$ cat src/rtl/cpwf_pkg.sv
// Shared constants and types of the poll/write frame interpreter.
// Assumes one 40 MHz clock; bytes move as whole octets with a last flag.
package cpwf_pkg;

   // Frame framing: preamble length, sync word and the smallest length byte.
   localparam logic [7:0] PRE_BYTE = 8'h00;
   localparam logic [2:0] PRE_LEN = 3'h6;
   localparam logic [7:0] SYNC_HI = 8'hb2;
   localparam logic [7:0] SYNC_LO = 8'h4d;
   localparam logic [7:0] LEN_MIN = 8'h02;

   // Length bytes; they count the whole information field, length byte included.
   localparam logic [7:0] LEN_POLL = 8'h06;
   localparam logic [7:0] LEN_ANS = 8'h12;
   localparam logic [7:0] LEN_WR = 8'h44;
   localparam logic [7:0] LEN_WRSP = 8'h0c;

   // Command and response codes.
   localparam logic [7:0] CMD_POLL = 8'h00;
   localparam logic [7:0] CMD_ANS = 8'h01;
   localparam logic [7:0] CMD_WR = 8'h08;
   localparam logic [7:0] CMD_WRSP = 8'h09;

   // Field values checked or sent by the interpreter.
   localparam logic [15:0] SEL_ANY = 16'hffff;
   localparam logic [7:0] SLOT_ONLY = 8'h00;
   localparam logic [15:0] SVC_SYS = 16'h0900;
   localparam logic [47:0] BLK_LIST = 48'h801d_801e_801f;
   localparam logic [63:0] TDESC = 64'hffff_0000_00ff_ffff;
   localparam logic [15:0] STAT_OK = 16'h0000;
   localparam logic [15:0] STAT_ERR = 16'hff01;
   localparam logic [15:0] CRC_INIT = 16'h0000;
   localparam logic [15:0] CRC_POLY = 16'h1021;

   // Byte positions inside a received information field.
   localparam int IX_CMD = 1;
   localparam int IX_SEL = 2;
   localparam int IX_SLOT = 5;
   localparam int IX_ID = 2;
   localparam int IX_SVC = 11;
   localparam int IX_LIST = 14;
   localparam int HDR_N = 20;

   // System area: three 16-byte blocks, selector and identifier offsets.
   localparam int AREA_N = 48;
   localparam int AR_SEL = 16;
   localparam int AR_ID = 18;

   // Transmit byte positions and first status byte of a response.
   localparam logic [6:0] TX_SYNC_IX = 7'h06;
   localparam logic [6:0] TX_INFO_IX = 7'h08;
   localparam logic [6:0] RSP_TAIL = 7'h0a;

   // One byte of a frame with its end-of-frame marker.
   typedef struct packed {
      logic last;
      logic [7:0] data;
   } cpwf_byte_s;

   typedef enum logic [5:0] {
      ST_HUNT = 6'h01,
      ST_SYNC = 6'h02,
      ST_BODY = 6'h04,
      ST_CRCB = 6'h08,
      ST_EXEC = 6'h10,
      ST_SEND = 6'h20
   } cpwf_st_e;

endpackage : cpwf_pkg

$ cat src/rtl/cpwf_crc16.sv
// Byte-wise CRC-16 step, purely combinational.
// Assumes the caller holds the running value in its own register.
`timescale 1ns/1ps
module cpwf_crc16 #(
   parameter logic [15:0] POLY = cpwf_pkg::CRC_POLY
) (
   input wire logic [15:0] crc_i,
   input wire logic [7:0] byte_i,
   output logic [15:0] crc_o
);
   import cpwf_pkg::*;

   // Eight shift steps, most significant bit first.
   always_comb
   begin
      logic [15:0] c;
      c = crc_i ^ {byte_i, 8'h00};
      for (int k = 0; k < 8; k++)
      begin
         c = c[15] ? ({c[14:0], 1'b0} ^ POLY) : {c[14:0], 1'b0};
      end
      crc_o = c;
   end

endmodule : cpwf_crc16

$ cat src/rtl/cpwf_fifo.sv
// Synchronous FIFO with valid/ready on both sides.
// Assumes DEPTH is a power of two so that the pointers wrap naturally.
`timescale 1ns/1ps
module cpwf_fifo #(
   parameter int WIDTH = 9,
   parameter int DEPTH = 16
) (
   input wire logic sys_clk_i,
   input wire logic nrst_i,
   input wire logic [WIDTH-1:0] in_data_i,
   input wire logic in_valid_i,
   output logic in_ready_o,
   output logic [WIDTH-1:0] out_data_o,
   output logic out_valid_o,
   input wire logic out_ready_i
);
   import cpwf_pkg::*;
   localparam int AW = $clog2(DEPTH);

   typedef struct packed {
      logic [DEPTH-1:0][WIDTH-1:0] mem;
      logic [AW-1:0] wp;
      logic [AW-1:0] rp;
      logic [AW:0] cnt;
   } cpwf_fifo_s;

   cpwf_fifo_s q;
   cpwf_fifo_s d;
   logic wr;
   logic rd;

   // Full and empty come from the count, so they are exact every cycle.
   assign in_ready_o = q.cnt != (AW + 1)'(DEPTH);
   assign out_valid_o = q.cnt != '0;
   assign out_data_o = q.mem[q.rp];
   assign wr = in_valid_i && in_ready_o;
   assign rd = out_valid_o && out_ready_i;

   // Next state of storage, pointers and count.
   always_comb
   begin
      d = q;
      if (wr)
      begin
         d.mem[q.wp] = in_data_i;
         d.wp = q.wp + 1'b1;
      end
      if (rd)
      begin
         d.rp = q.rp + 1'b1;
      end
      d.cnt = q.cnt + (AW + 1)'(wr) - (AW + 1)'(rd);
   end

   always_ff @(posedge sys_clk_i or negedge nrst_i)
   begin
      if (!nrst_i)
      begin
         q <= '0;
      end
      else
      begin
         q <= d;
      end
   end

endmodule : cpwf_fifo

$ cat src/rtl/cpwf_poll_write.sv
// Frame interpreter of the tag's proximity link: answers polls, takes
// system-area writes and returns their result, one frame at a time.
// Assumes received bytes arrive synchronous to sys_clk_i with a last flag
// on the final CRC byte, and that the radio layer drains tx_o.
`timescale 1ns/1ps
module cpwf_poll_write #(
   parameter logic [15:0] SEL_RST = 16'haaff,
   parameter logic [63:0] ID_RST = 64'h0011_2233_4455_6677 // Arbitrary value.
) (
   input wire logic sys_clk_i,
   input wire logic nrst_i,
   input cpwf_pkg::cpwf_byte_s rx_i,
   input wire logic rx_valid_i,
   output logic rx_ready_o,
   output cpwf_pkg::cpwf_byte_s tx_o,
   output logic tx_valid_o,
   input wire logic tx_ready_i,
   output logic [cpwf_pkg::AREA_N-1:0][7:0] area_o,
   output logic area_written_o
);
   import cpwf_pkg::*;

   typedef struct packed {
      cpwf_st_e st;
      logic [2:0] zcnt;
      logic [6:0] idx;
      logic [7:0] len;
      logic [15:0] crc;
      logic [7:0] crc_hi;
      logic [HDR_N-1:0][7:0] hdr;
      logic [AREA_N-1:0][7:0] stage;
      logic [AREA_N-1:0][7:0] area;
      logic is_wr;
      logic [7:0] tx_len;
      logic [15:0] status;
      logic commit;
      logic rx_rdy;
      cpwf_byte_s txb;
      logic txv;
   } cpwf_state_s;

   // Builds the reset image of the system area from the two parameters.
   function automatic logic [AREA_N-1:0][7:0] area_init(logic [15:0] sel, logic [63:0] id);
      logic [AREA_N-1:0][7:0] a;
      a = '0;
      a[AR_SEL] = sel[15:8];
      a[AR_SEL+1] = sel[7:0];
      for (int k = 0; k < 8; k++)
      begin
         a[AR_ID+k] = id[63-8*k -: 8];
      end
      return a;
   endfunction : area_init

   // Configured identifier, first byte on the air in the top bits.
   function automatic logic [63:0] cfg_id(logic [AREA_N-1:0][7:0] a);
      logic [63:0] r;
      r = '0;
      for (int k = 0; k < 8; k++)
      begin
         r[63-8*k -: 8] = a[AR_ID+k];
      end
      return r;
   endfunction : cfg_id

   // Identifier echoed in a received frame.
   function automatic logic [63:0] hdr_id(logic [HDR_N-1:0][7:0] h);
      logic [63:0] r;
      r = '0;
      for (int k = 0; k < 8; k++)
      begin
         r[63-8*k -: 8] = h[IX_ID+k];
      end
      return r;
   endfunction : hdr_id

   // Information byte j of the answer being sent.
   function automatic logic [7:0] resp_byte(logic wr, logic [6:0] j, logic [63:0] id,
                                            logic [15:0] st);
      logic [7:0][7:0] idb;
      logic [7:0][7:0] tdb;
      logic [7:0] r;
      idb = id;
      tdb = TDESC;
      r = '0;
      if (j == 7'h00)
         r = wr ? LEN_WRSP : LEN_ANS;
      else if (j == 7'h01)
         r = wr ? CMD_WRSP : CMD_ANS;
      else if (j < RSP_TAIL)
         r = idb[3'(RSP_TAIL - 7'h01 - j)];
      else if (wr)
         r = (j == RSP_TAIL) ? st[15:8] : st[7:0];
      else
         r = tdb[3'(RSP_TAIL + 7'h07 - j)];
      return r;
   endfunction : resp_byte

   localparam logic [AREA_N-1:0][7:0] AREA_RST = area_init(SEL_RST, ID_RST);

   cpwf_state_s q;
   cpwf_state_s d;
   cpwf_byte_s tx_byte;
   cpwf_byte_s f_out;
   logic f_vld;
   logic f_rdy;
   logic push;
   logic take;
   logic [6:0] info_end;
   logic [7:0] lenv;
   logic [7:0] crc_byte;
   logic [15:0] crc_nx;
   logic [15:0] sel_rx;
   logic poll_ok;
   logic wr_ok;
   logic blk_ok;

   // Frame decode; the extra-information byte is never looked at, so every
   // answered poll goes out without added data.
   assign take = rx_valid_i && q.rx_rdy;
   assign sel_rx = {q.hdr[IX_SEL], q.hdr[IX_SEL+1]};
   assign poll_ok = q.len == LEN_POLL && q.hdr[IX_CMD] == CMD_POLL
      && q.hdr[IX_SLOT] == SLOT_ONLY
      && (sel_rx == SEL_ANY || sel_rx == {q.area[AR_SEL], q.area[AR_SEL+1]});
   assign wr_ok = q.len == LEN_WR && q.hdr[IX_CMD] == CMD_WR
      && hdr_id(q.hdr) == cfg_id(q.area);
   // The list is compared byte by byte in arrival order; a packed slice would
   // put the last received byte on top and reverse the list.
   assign blk_ok = {q.hdr[IX_SVC], q.hdr[IX_SVC+1]} == SVC_SYS
      && {q.hdr[IX_LIST], q.hdr[IX_LIST+1], q.hdr[IX_LIST+2], q.hdr[IX_LIST+3],
          q.hdr[IX_LIST+4], q.hdr[IX_LIST+5]} == BLK_LIST;
   assign lenv = (q.idx == '0) ? rx_i.data : q.len;
   assign info_end = TX_INFO_IX + 7'(q.tx_len);

   // Outgoing byte for the current transmit position.
   always_comb
   begin
      tx_byte.last = q.idx == info_end + 7'h01;
      if (q.idx < TX_SYNC_IX)
         tx_byte.data = PRE_BYTE;
      else if (q.idx == TX_SYNC_IX)
         tx_byte.data = SYNC_HI;
      else if (q.idx == TX_SYNC_IX + 7'h01)
         tx_byte.data = SYNC_LO;
      else if (q.idx < info_end)
         tx_byte.data = resp_byte(q.is_wr, q.idx - TX_INFO_IX, cfg_id(q.area), q.status);
      else if (q.idx == info_end)
         tx_byte.data = q.crc[15:8];
      else
         tx_byte.data = q.crc[7:0];
   end

   // One CRC engine serves both directions; they never overlap.
   assign crc_byte = (q.st == ST_SEND) ? tx_byte.data : rx_i.data;

   cpwf_crc16 #(.POLY(CRC_POLY)) u_crc (
      .crc_i(q.crc),
      .byte_i(crc_byte),
      .crc_o(crc_nx)
   );

   // Frame hunting, reception, decision and answer generation.
   always_comb
   begin
      d = q;
      d.commit = 1'b0;
      push = 1'b0;
      unique case (q.st)
         ST_HUNT:
         begin
            if (take && rx_i.data == PRE_BYTE)
               d.zcnt = (q.zcnt == PRE_LEN) ? q.zcnt : q.zcnt + 3'h1;
            else if (take)
            begin
               d.zcnt = '0;
               if (rx_i.data == SYNC_HI && q.zcnt == PRE_LEN)
                  d.st = ST_SYNC;
            end
         end
         ST_SYNC:
         begin
            if (take)
            begin
               d.idx = '0;
               d.crc = CRC_INIT;
               d.st = (rx_i.data == SYNC_LO && !rx_i.last) ? ST_BODY : ST_HUNT;
            end
         end
         ST_BODY:
         begin
            if (take)
            begin
               d.crc = crc_nx;
               d.len = lenv;
               if (q.idx < 7'(HDR_N))
                  d.hdr[q.idx] = rx_i.data;
               else
                  d.stage[6'(q.idx - 7'(HDR_N))] = rx_i.data;
               if (rx_i.last || lenv < LEN_MIN || lenv > LEN_WR)
                  d.st = ST_HUNT;
               else if (q.idx == 7'(lenv - 8'h01))
               begin
                  d.st = ST_CRCB;
                  d.idx = '0;
               end
               else
                  d.idx = q.idx + 7'h01;
            end
         end
         ST_CRCB:
         begin
            if (take && q.idx == '0)
            begin
               d.crc_hi = rx_i.data;
               d.idx = 7'h01;
               if (rx_i.last)
                  d.st = ST_HUNT;
            end
            else if (take)
            begin
               // A missing last flag means the frame ran longer than its length.
               if (!rx_i.last || {q.crc_hi, rx_i.data} != q.crc)
                  d.st = ST_HUNT;
               else
               begin
                  d.st = ST_EXEC;
                  d.rx_rdy = 1'b0;
               end
            end
         end
         ST_EXEC:
         begin
            d.idx = '0;
            d.crc = CRC_INIT;
            d.st = ST_SEND;
            if (poll_ok)
            begin
               d.is_wr = 1'b0;
               d.tx_len = LEN_ANS;
            end
            else if (wr_ok)
            begin
               d.is_wr = 1'b1;
               d.tx_len = LEN_WRSP;
               d.status = blk_ok ? STAT_OK : STAT_ERR;
               if (blk_ok)
               begin
                  d.area = q.stage;
                  d.commit = 1'b1;
               end
            end
            else
            begin
               d.st = ST_HUNT;
               d.rx_rdy = 1'b1;
            end
         end
         ST_SEND:
         begin
            // The FIFO's ready holds the sequencer, so nothing is dropped.
            if (f_rdy)
            begin
               push = 1'b1;
               if (q.idx >= TX_INFO_IX && q.idx < info_end)
                  d.crc = crc_nx;
               d.idx = q.idx + 7'h01;
               if (tx_byte.last)
               begin
                  d.st = ST_HUNT;
                  d.rx_rdy = 1'b1;
                  d.idx = '0;
               end
            end
         end
      endcase
      if (!q.txv || tx_ready_i)
      begin
         d.txv = f_vld;
         d.txb = f_out;
      end
      d.zcnt = (d.st == ST_HUNT) ? d.zcnt : '0;
   end

   cpwf_fifo #(.WIDTH($bits(cpwf_byte_s)), .DEPTH(16)) u_fifo (
      .sys_clk_i(sys_clk_i),
      .nrst_i(nrst_i),
      .in_data_i(tx_byte),
      .in_valid_i(push),
      .in_ready_o(f_rdy),
      .out_data_o(f_out),
      .out_valid_o(f_vld),
      .out_ready_i(!q.txv || tx_ready_i)
   );

   // State register; the system area restarts from the parameter image.
   always_ff @(posedge sys_clk_i or negedge nrst_i)
   begin
      if (!nrst_i)
         q <= '{st: ST_HUNT, area: AREA_RST, rx_rdy: 1'b1, default: '0};
      else
         q <= d;
   end

   assign rx_ready_o = q.rx_rdy;
   assign tx_o = q.txb;
   assign tx_valid_o = q.txv;
   assign area_o = q.area;
   assign area_written_o = q.commit;

   property p_pre;
      @(posedge sys_clk_i) disable iff (!nrst_i)
      push && q.idx < TX_SYNC_IX |-> tx_byte.data == 8'h00;
   endproperty
   a_pre: assert property (p_pre) else $error("preamble byte not zero");

   property p_sync;
      @(posedge sys_clk_i) disable iff (!nrst_i)
      push && (q.idx == 7'h06 || q.idx == 7'h07)
         |-> tx_byte.data == ((q.idx == 7'h06) ? 8'hb2 : 8'h4d);
   endproperty
   a_sync: assert property (p_sync) else $error("sync word broken");

   property p_len;
      @(posedge sys_clk_i) disable iff (!nrst_i)
      push && q.idx == 7'h08 |-> tx_byte.data == (q.is_wr ? 8'h0c : 8'h12);
   endproperty
   a_len: assert property (p_len) else $error("wrong length byte");

   property p_ans;
      @(posedge sys_clk_i) disable iff (!nrst_i)
      push && q.idx == 7'h09 && !q.is_wr |-> tx_byte.data == 8'h01;
   endproperty
   a_ans: assert property (p_ans) else $error("poll answer code wrong");

   property p_wrsp;
      @(posedge sys_clk_i) disable iff (!nrst_i)
      push && q.idx == 7'h09 && q.is_wr |-> tx_byte.data == 8'h09;
   endproperty
   a_wrsp: assert property (p_wrsp) else $error("write answer code wrong");

   property p_drop;
      @(posedge sys_clk_i) disable iff (!nrst_i)
      q.st == ST_CRCB && take && q.idx == 7'h01 && {q.crc_hi, rx_i.data} != q.crc
         |=> q.st == ST_HUNT ##1 !push [*3];
   endproperty
   a_drop: assert property (p_drop) else $error("bad frame answered");

   property p_reply;
      @(posedge sys_clk_i) disable iff (!nrst_i)
      q.st == ST_EXEC && wr_ok |=> q.st == ST_SEND && q.is_wr ##[1:40] push;
   endproperty
   a_reply: assert property (p_reply) else $error("write not answered");

   property p_id;
      @(posedge sys_clk_i) disable iff (!nrst_i)
      area_written_o |-> $past(hdr_id(q.hdr)) == $past(cfg_id(q.area)) && $past(blk_ok);
   endproperty
   a_id: assert property (p_id) else $error("write with foreign identifier");

   property p_slot;
      @(posedge sys_clk_i) disable iff (!nrst_i)
      q.st == ST_EXEC && q.hdr[IX_SLOT] != 8'h00 && q.hdr[IX_CMD] == 8'h00 |=> q.st == ST_HUNT;
   endproperty
   a_slot: assert property (p_slot) else $error("poll in other slot answered");

   property p_any;
      @(posedge sys_clk_i) disable iff (!nrst_i)
      q.st == ST_EXEC && q.len == 8'h06 && q.hdr[IX_CMD] == 8'h00 && q.hdr[IX_SLOT] == 8'h00
         && sel_rx == 16'hffff |=> q.st == ST_SEND && !q.is_wr;
   endproperty
   a_any: assert property (p_any) else $error("wildcard poll ignored");

endmodule : cpwf_poll_write

$ cat config.mk
export PLATFORM = sky130hd
export DESIGN_NAME = cpwf_poll_write
export DESIGN_NICKNAME = d
export VERILOG_FILES = /design/src/rtl/cpwf_pkg.sv /design/src/rtl/cpwf_crc16.sv /design/src/rtl/cpwf_fifo.sv /design/src/rtl/cpwf_poll_write.sv
export SDC_FILE = /design/constraint.sdc
export NUM_CORES = 2
export LEC_CHECK = 0
export ABC_AREA = 0
export BUFFER_PORTS_ARGS = -buffer_cell sky130_fd_sc_hd__buf_2
export CORE_AREA = 2 2 416 253
export CTS_BUF_LIST = sky130_fd_sc_hd__clkbuf_8 sky130_fd_sc_hd__clkbuf_16
export DETAILED_ROUTE_END_ITERATION = 8
export DIE_AREA = 0 0 418 255
export PLACE_DENSITY = 0.68
export REMOVE_ABC_BUFFERS = 1
export SLEW_MARGIN = 20
export SYNTH_ARGS = -nofsm -noshare
export SYNTH_HDL_FRONTEND = slang
export SYNTH_SLANG_ARGS = --single-unit
$ cat constraint.sdc
create_clock -name sys_clk_i -period 9.87 [get_ports sys_clk_i]
set_input_delay 2.961 -clock sys_clk_i [delete_from_list [all_inputs] [get_ports sys_clk_i]]
set_output_delay 2.961 -clock sys_clk_i [all_outputs]
set_load 0.03 [all_outputs]
== Yosys cells after proc, flatten, opt, wreduce, memory -nomap -nowiden ==
Memory sizes are Yosys's and may differ from the RTL's.
Index checks and enable logic that the tools add are counted.

* Bits in registers: 1169
* Bits in latches: 0
* Memory bits (writable): 0
* Memory bits (read-only): 64
* Bits of input ports: 13
* Output and inout port bits: 396
* Logic and storage cells: 361
* Memories: 1

* Add/subtract/negate cells: 13
* Multipliers: 0
* Divide/modulo/power cells: 0
* Order comparisons: 16
* Equal/unequal tests: 42
* Shift-type cells: 0
* Mux-type cells: 84
* Bitwise gates (word level): 11
* Reductions and logical operators: 45

{| class="wikitable"
|+ Memory list
! name !! depth !! bits a word !! rd ports !! clocked after memory_dff !! wr ports !! RTL line !! text
|-
| (name not given) || 8 || 8 || 1 || 0 || 0 || cpwf_poll_write.sv:95 || <nowiki>r = tdb[3'(RSP_TAIL + 7'h07 - j)];</nowiki>
|}

{| class="wikitable"
|+ Operator list
! kind !! number
|-
| 384-bit bitwise mux || 1
|-
| 160-bit bitwise mux || 1
|-
| 144-bit bitwise mux || 1
|-
| 8-bit 2-to-1 mux || 16
|-
| 13-bit 2-to-1 mux || 8
|-
| 6-bit 2-to-1 mux || 13
|-
| 64-bit == test || 1
|-
| 16-bit 2-to-1 mux || 4
|-
| 16-bit one-hot mux with 4 select lines || 1
|-
| 8-bit demux with 6-bit select || 1
|-
| 48-bit == test, second input constant || 1
|-
| 7-bit 2-to-1 mux || 6
|-
| 8-bit demux with 5-bit select || 1
|-
| 9-bit binary-select mux with 4-bit select || 1
|-
| 9-bit demux with 4-bit select || 1
|-
| 9-bit 2-to-1 mux || 4
|-
| 6-bit one-hot mux with 6 select lines || 1
|-
| 7-bit one-hot mux with 5 select lines || 1
|-
| 31-bit 2-to-1 mux || 1
|-
| 26-bit 2-to-1 mux || 1
|-
| 8-bit binary-select mux with 3-bit select || 1
|-
| 8-bit logical NOT || 3
|-
| 3-bit NOT || 8
|-
| 7-bit == test || 3
|-
| other kinds (68) || 131
|}

== Depth between registers and ports, before layout ==
* Depth in word-level cells: 33
* Depth in mapped cells: 15

== Hierarchy ==
Synthesis repeated with hierarchy kept, for this count alone.

* Cells, all modules: 4459
* Area total of the unflattened synthesis: 51349.2 um^2

{| class="wikitable"
|+ By module, submodules not included
! module !! times used !! cells an instance !! area an instance (um^2)
|-
| cpwf_poll_write || 1 || 3933 || 43417.9
|-
| cpwf_fifo || 1 || 501 || 7528.5
|-
| cpwf_crc16 || 1 || 25 || 402.9
|}

== Worst setup path after synthesis ==
No wires, ideal clock.

* Path type: input to register
* Start point: input rx_i[1] (netlist name)
* End point: register q[999] (netlist name)
* Data arrival time: 5.330 ns
* Required time: 9.738 ns
* Setup slack: 4.407 ns
* Stages on the path: 11
* Path buffers: 2
* Path through: clkbuf_1 -> clkbuf_1 -> mux2i_1 -> ha_1 -> or3_1 -> a32oi_1 -> a2bb2oi_1 -> o41ai_2 -> o21ai_4 -> a21oi_1 -> o22ai_1

* Word-level cells in the longest chain between the ends: 7
* Elaborated cells on any way between the ends: 13

{| class="wikitable"
|+ RTL lines
! what !! RTL line !! text
|-
| start, declared || cpwf_poll_write.sv:12 || <nowiki>input cpwf_pkg::cpwf_byte_s rx_i,</nowiki>
|-
| 8-bit 2-to-1 mux * || cpwf_poll_write.sv:132 || <nowiki>assign lenv = (q.idx == '0) ? rx_i.data : q.len;</nowiki>
|-
| 7-bit by 1-bit subtractor with 7-bit output || cpwf_poll_write.sv:201 || <nowiki>else if (q.idx == 7'(lenv - 8'h01))</nowiki>
|-
| 7-bit == test || cpwf_poll_write.sv:201 ||
|-
| 7-bit 2-to-1 mux || cpwf_poll_write.sv:201 ||
|-
| 7-bit 2-to-1 mux || cpwf_poll_write.sv:199 || <nowiki>if (rx_i.last || lenv < LEN_MIN || lenv > LEN_WR)</nowiki>
|-
| 31-bit 2-to-1 mux || cpwf_poll_write.sv:191 || <nowiki>if (take)</nowiki>
|-
| 7-bit one-hot mux with 5 select lines || cpwf_poll_write.sv:168 || <nowiki>unique case (q.st)</nowiki>
|-
| end signal, assigned || cpwf_poll_write.sv:299 || <nowiki>q <= '{st: ST_HUNT, area: AREA_RST, rx_rdy: 1'b1, default: '0};</nowiki>
|-
| end signal, assigned || cpwf_poll_write.sv:301 || <nowiki>q <= d;</nowiki>
|-
| end, declared || cpwf_poll_write.sv:101 || <nowiki>cpwf_state_s q;</nowiki>
|}

Every way passes the cells marked *; elsewhere a longest branch is shown, timed or not. The select of a mux whose other input is x is not followed.
A chain may end at the register's enable or synchronous reset.

== Worst setup path in the final report ==
* Start point: input rx_valid_i
* End point: register q[687] (netlist name)

* Word-level cells in the longest chain between the ends: 2

{| class="wikitable"
|+ RTL lines
! what !! RTL line !! text
|-
| start, declared || cpwf_poll_write.sv:13 || <nowiki>input wire logic rx_valid_i,</nowiki>
|-
| 1-bit logical AND || cpwf_poll_write.sv:120 || <nowiki>assign take = rx_valid_i && q.rx_rdy;</nowiki>
|-
| 3-bit AND reduction (no line) || n/a ||
|}

No other way between the ends.

==> qor.csv <==
metric,value,unit
status,completed,
clock root cell,clkbuf_16,
die footprint,107000,µm²
worst vdd ir,0.190,mV
Initial Util,0.492,
CTS tree,yes,
gpl congestion,0.938,
Tmin final,5.34,ns
Final period util,0.541,
initial antenna violation count,5,
"flops & latches, synth",1124,
I/O Buffers,408,
Pwr Total,11.2,mW
post-layout net count,4537,
CTS Hold Bufs,0,
Layout area overhead,8.05,%
H-tree depth,3,
MaxCap Viol Count,0,
final antenna-violating net count,0,
routed wire length,136000,µm
data arrival time of the worst path,5.90,ns
"Hold Vio Cnt, Final",0,
floorplan row count,92,
crit path launch type,input port,
HPWL Detailed,88600,µm
post-synthesis sequential area ratio,0.553,
Slew HR,0.259,
Post-Synthesis Cells,4525,
Core Box Area,103000,µm²
Reg area,28200,µm²
RSZ-0062 raised after global routing,no,
# IOs,409,
drt via density,5.53,
Leak,29.2,nW
Post-synth top cells,"nand2_1, dfrtp_1, mux2_2",
Post-CTS Resized,0,
CP required,10.43,ns
area of the multi-input gates,18800,µm²
"EDFF count, synth",0,
Syn Area/Cell,11.3,µm²
pin count of the biggest net entering global routing,220,
CTS Buffer Depth,3,
routed len/inst,22.9,µm
Finished Layout Cells,5934,
number of global-route vias before repair,32200,
biggest area consumer among synthesized cells,dfrtp_1,
first-pass GRT wire length,207000,µm
Synth top area share,0.533,
Tightest Pin Transition,1.11,ns
Die Y-Extent,255,µm
"Design Area, Final",55100,µm²
Setup TNS,0,ns
initial DRC count,3194,
GR Overflow Total,0,
crit path kind,input port to flip-flop,
Placed Instances,5736,
Final setup viols,0,
Worst-Skew Late Latency,0.72,ns
TritonRoute pass-1 iters,5,
drt drc,0,
Sink Count,1124,
layout cell share with drive strength beyond 1,0.313,
Setup Buffers After CTS,0,
Pins Over Slew Limit,0,
Ys Warns,0,
skew final,0.0424,ns
top_reg_cell synth,dfrtp_1,
Worst Slack Setup Final,4.53,ns
critical path endpoint category,flip-flop,
via count,32800,
dpl cell area,51400,µm²
Yosys cell types,98,
fmax,0.187,GHz
dominant cell by count in the synthesized netlist,nand2_1,
CP max FO,9,
DP Worst Slack,3.92,ns
"Reg clk slew, reported paths",0.06,ns
most area-consuming cells after synthesis,"dfrtp_1, mux2_2, nand2_1",
total track usage,0.255,
Die X,418,µm
asr flop ratio synth,1.00,
Fillers,9045,
number of buffers created by CTS,105,
Worst Hold Class,flip-flop to flip-flop,
Synth Cell Area,51000,µm²
pwr dens,204,nW/µm²
==> routing by layer <==
| layer | track usage | vias up | wire, µm |
|---|---|---|---|
| met5 | 0 | - | 13 |
| met4 | 0.0679 | 2 | 3540 |
| met3 | 0.0617 | 203 | 10500 |
| met2 | 0.366 | 1105 | 58300 |
| met1 | 0.387 | 16900 | 63700 |
| li1 | - | 14600 | - |
==> worst max-delay path, cell delays in order <==
cell and delay (ns):
buf_2 0.09, and2_1 0.31, o21ai_1 0.37, nor3_1 0.46
nand2_1 0.55, nor2_2 0.73, mux2_2 0.41
==> layout by cell type, fill, tap and decap left out, types with 6 or more instances in the layout <==
master      count
mux2_2        620
nor2_1        135
clkinv_2       20
nand2_1      1241
o21ai_1        12
bufinv_16      10
o22ai_1         8
xor2_1         47
nor4b_1        10
xnor2_1        73
or3_1           6
inv_1          64
nand4_1        36
o2111ai_1       6
buf_12          6
nor2b_1        19
a21oi_1        91
buf_2         399
nor3_1         12
nor2_2         27
nor4_1         30
buf_4          63
dfrtp_1      1084
o21ai_0        41
and3_1         16
clkbuf_16     105
and2_1          9
nand2b_1       18
mux4_2         61
nand3_1        41
nor3_2          6
clkinvlp_4      8
mux2i_1        13
clkbuf_8       21
ha_1           42
dfstp_2        38
==> kinds of logic (layout without fill, tap and decap cells) <==
logic type	count (synthesis)	after routing	share of synthesized area
AND/OR/NAND/NOR	1649	1649	0.137
flip-flops	1124	1124	0.553
multiplexers	699	699	0.168
buffers and inverters	660	705	0.0793
AO/OA/AOI/OAI	222	222	0.0283
XOR/XNOR	127	127	0.0239
adder cells (fa/ha/maj)	43	43	0.0107
other	1	2	0.0000736
==> cell type report <==
cell class,instances,area share
Antenna cell,1,0.0000455
Clock buffer,126,0.0530
Clock inverter,70,0.0125
Inverter,39,0.00266
Multi-Input combinational cell,2741,0.341
Sequential cell,1124,0.512
Tap cell,1363,0.0310
Timing Repair Buffer,470,0.0475
==> report_power, final <==
part	leakage (nW)	internal (mW)	switching (mW)	total, mW
logic	12.0	0.798	1.02	1.82
registers	15.3	4.90	0.263	5.16
clock network	1.86	2.37	1.86	4.24
==> metrics by stage <==
stage / util / hold WS, ns
after floorplan: - / 0.440
after global placement: 0.497 / 0.444
after detailed placement: 0.497 / 0.450
after CTS: 0.532 / 0.452
after global routing: 0.532 / 0.475
final: 0.532 / 0.459
==> registers in the layout (all words and copies together), names as in the netlist <==
name,count
q,571
u_fifo.q,157
rx_ready_o,1
tx_o,9
area_o,384
tx_valid_o,1
area_written_o,1
==> worst paths after layout <==
| check | startpoint | endpoint | slack, ns | depth (start not counted) |
|---|---|---|---|---|
| worst max-delay path | rx_valid_i | q[687] | 4.53 | 7 |
| max in group asynchronous | nrst_i | area_o[7] | 5.71 | 3 |
| min in group asynchronous | nrst_i | area_o[293] | 2.34 | 1 |
| worst min register to register | area_o[250] | area_o[250] | 0.46 | 2 |
| worst max register to register | area_o[168] | area_o[375] | 5.30 | 9 |
| worst min-delay path | area_o[250] | area_o[250] | 0.46 | 2 |
Note: power is estimated with default switching activity, not from simulation.
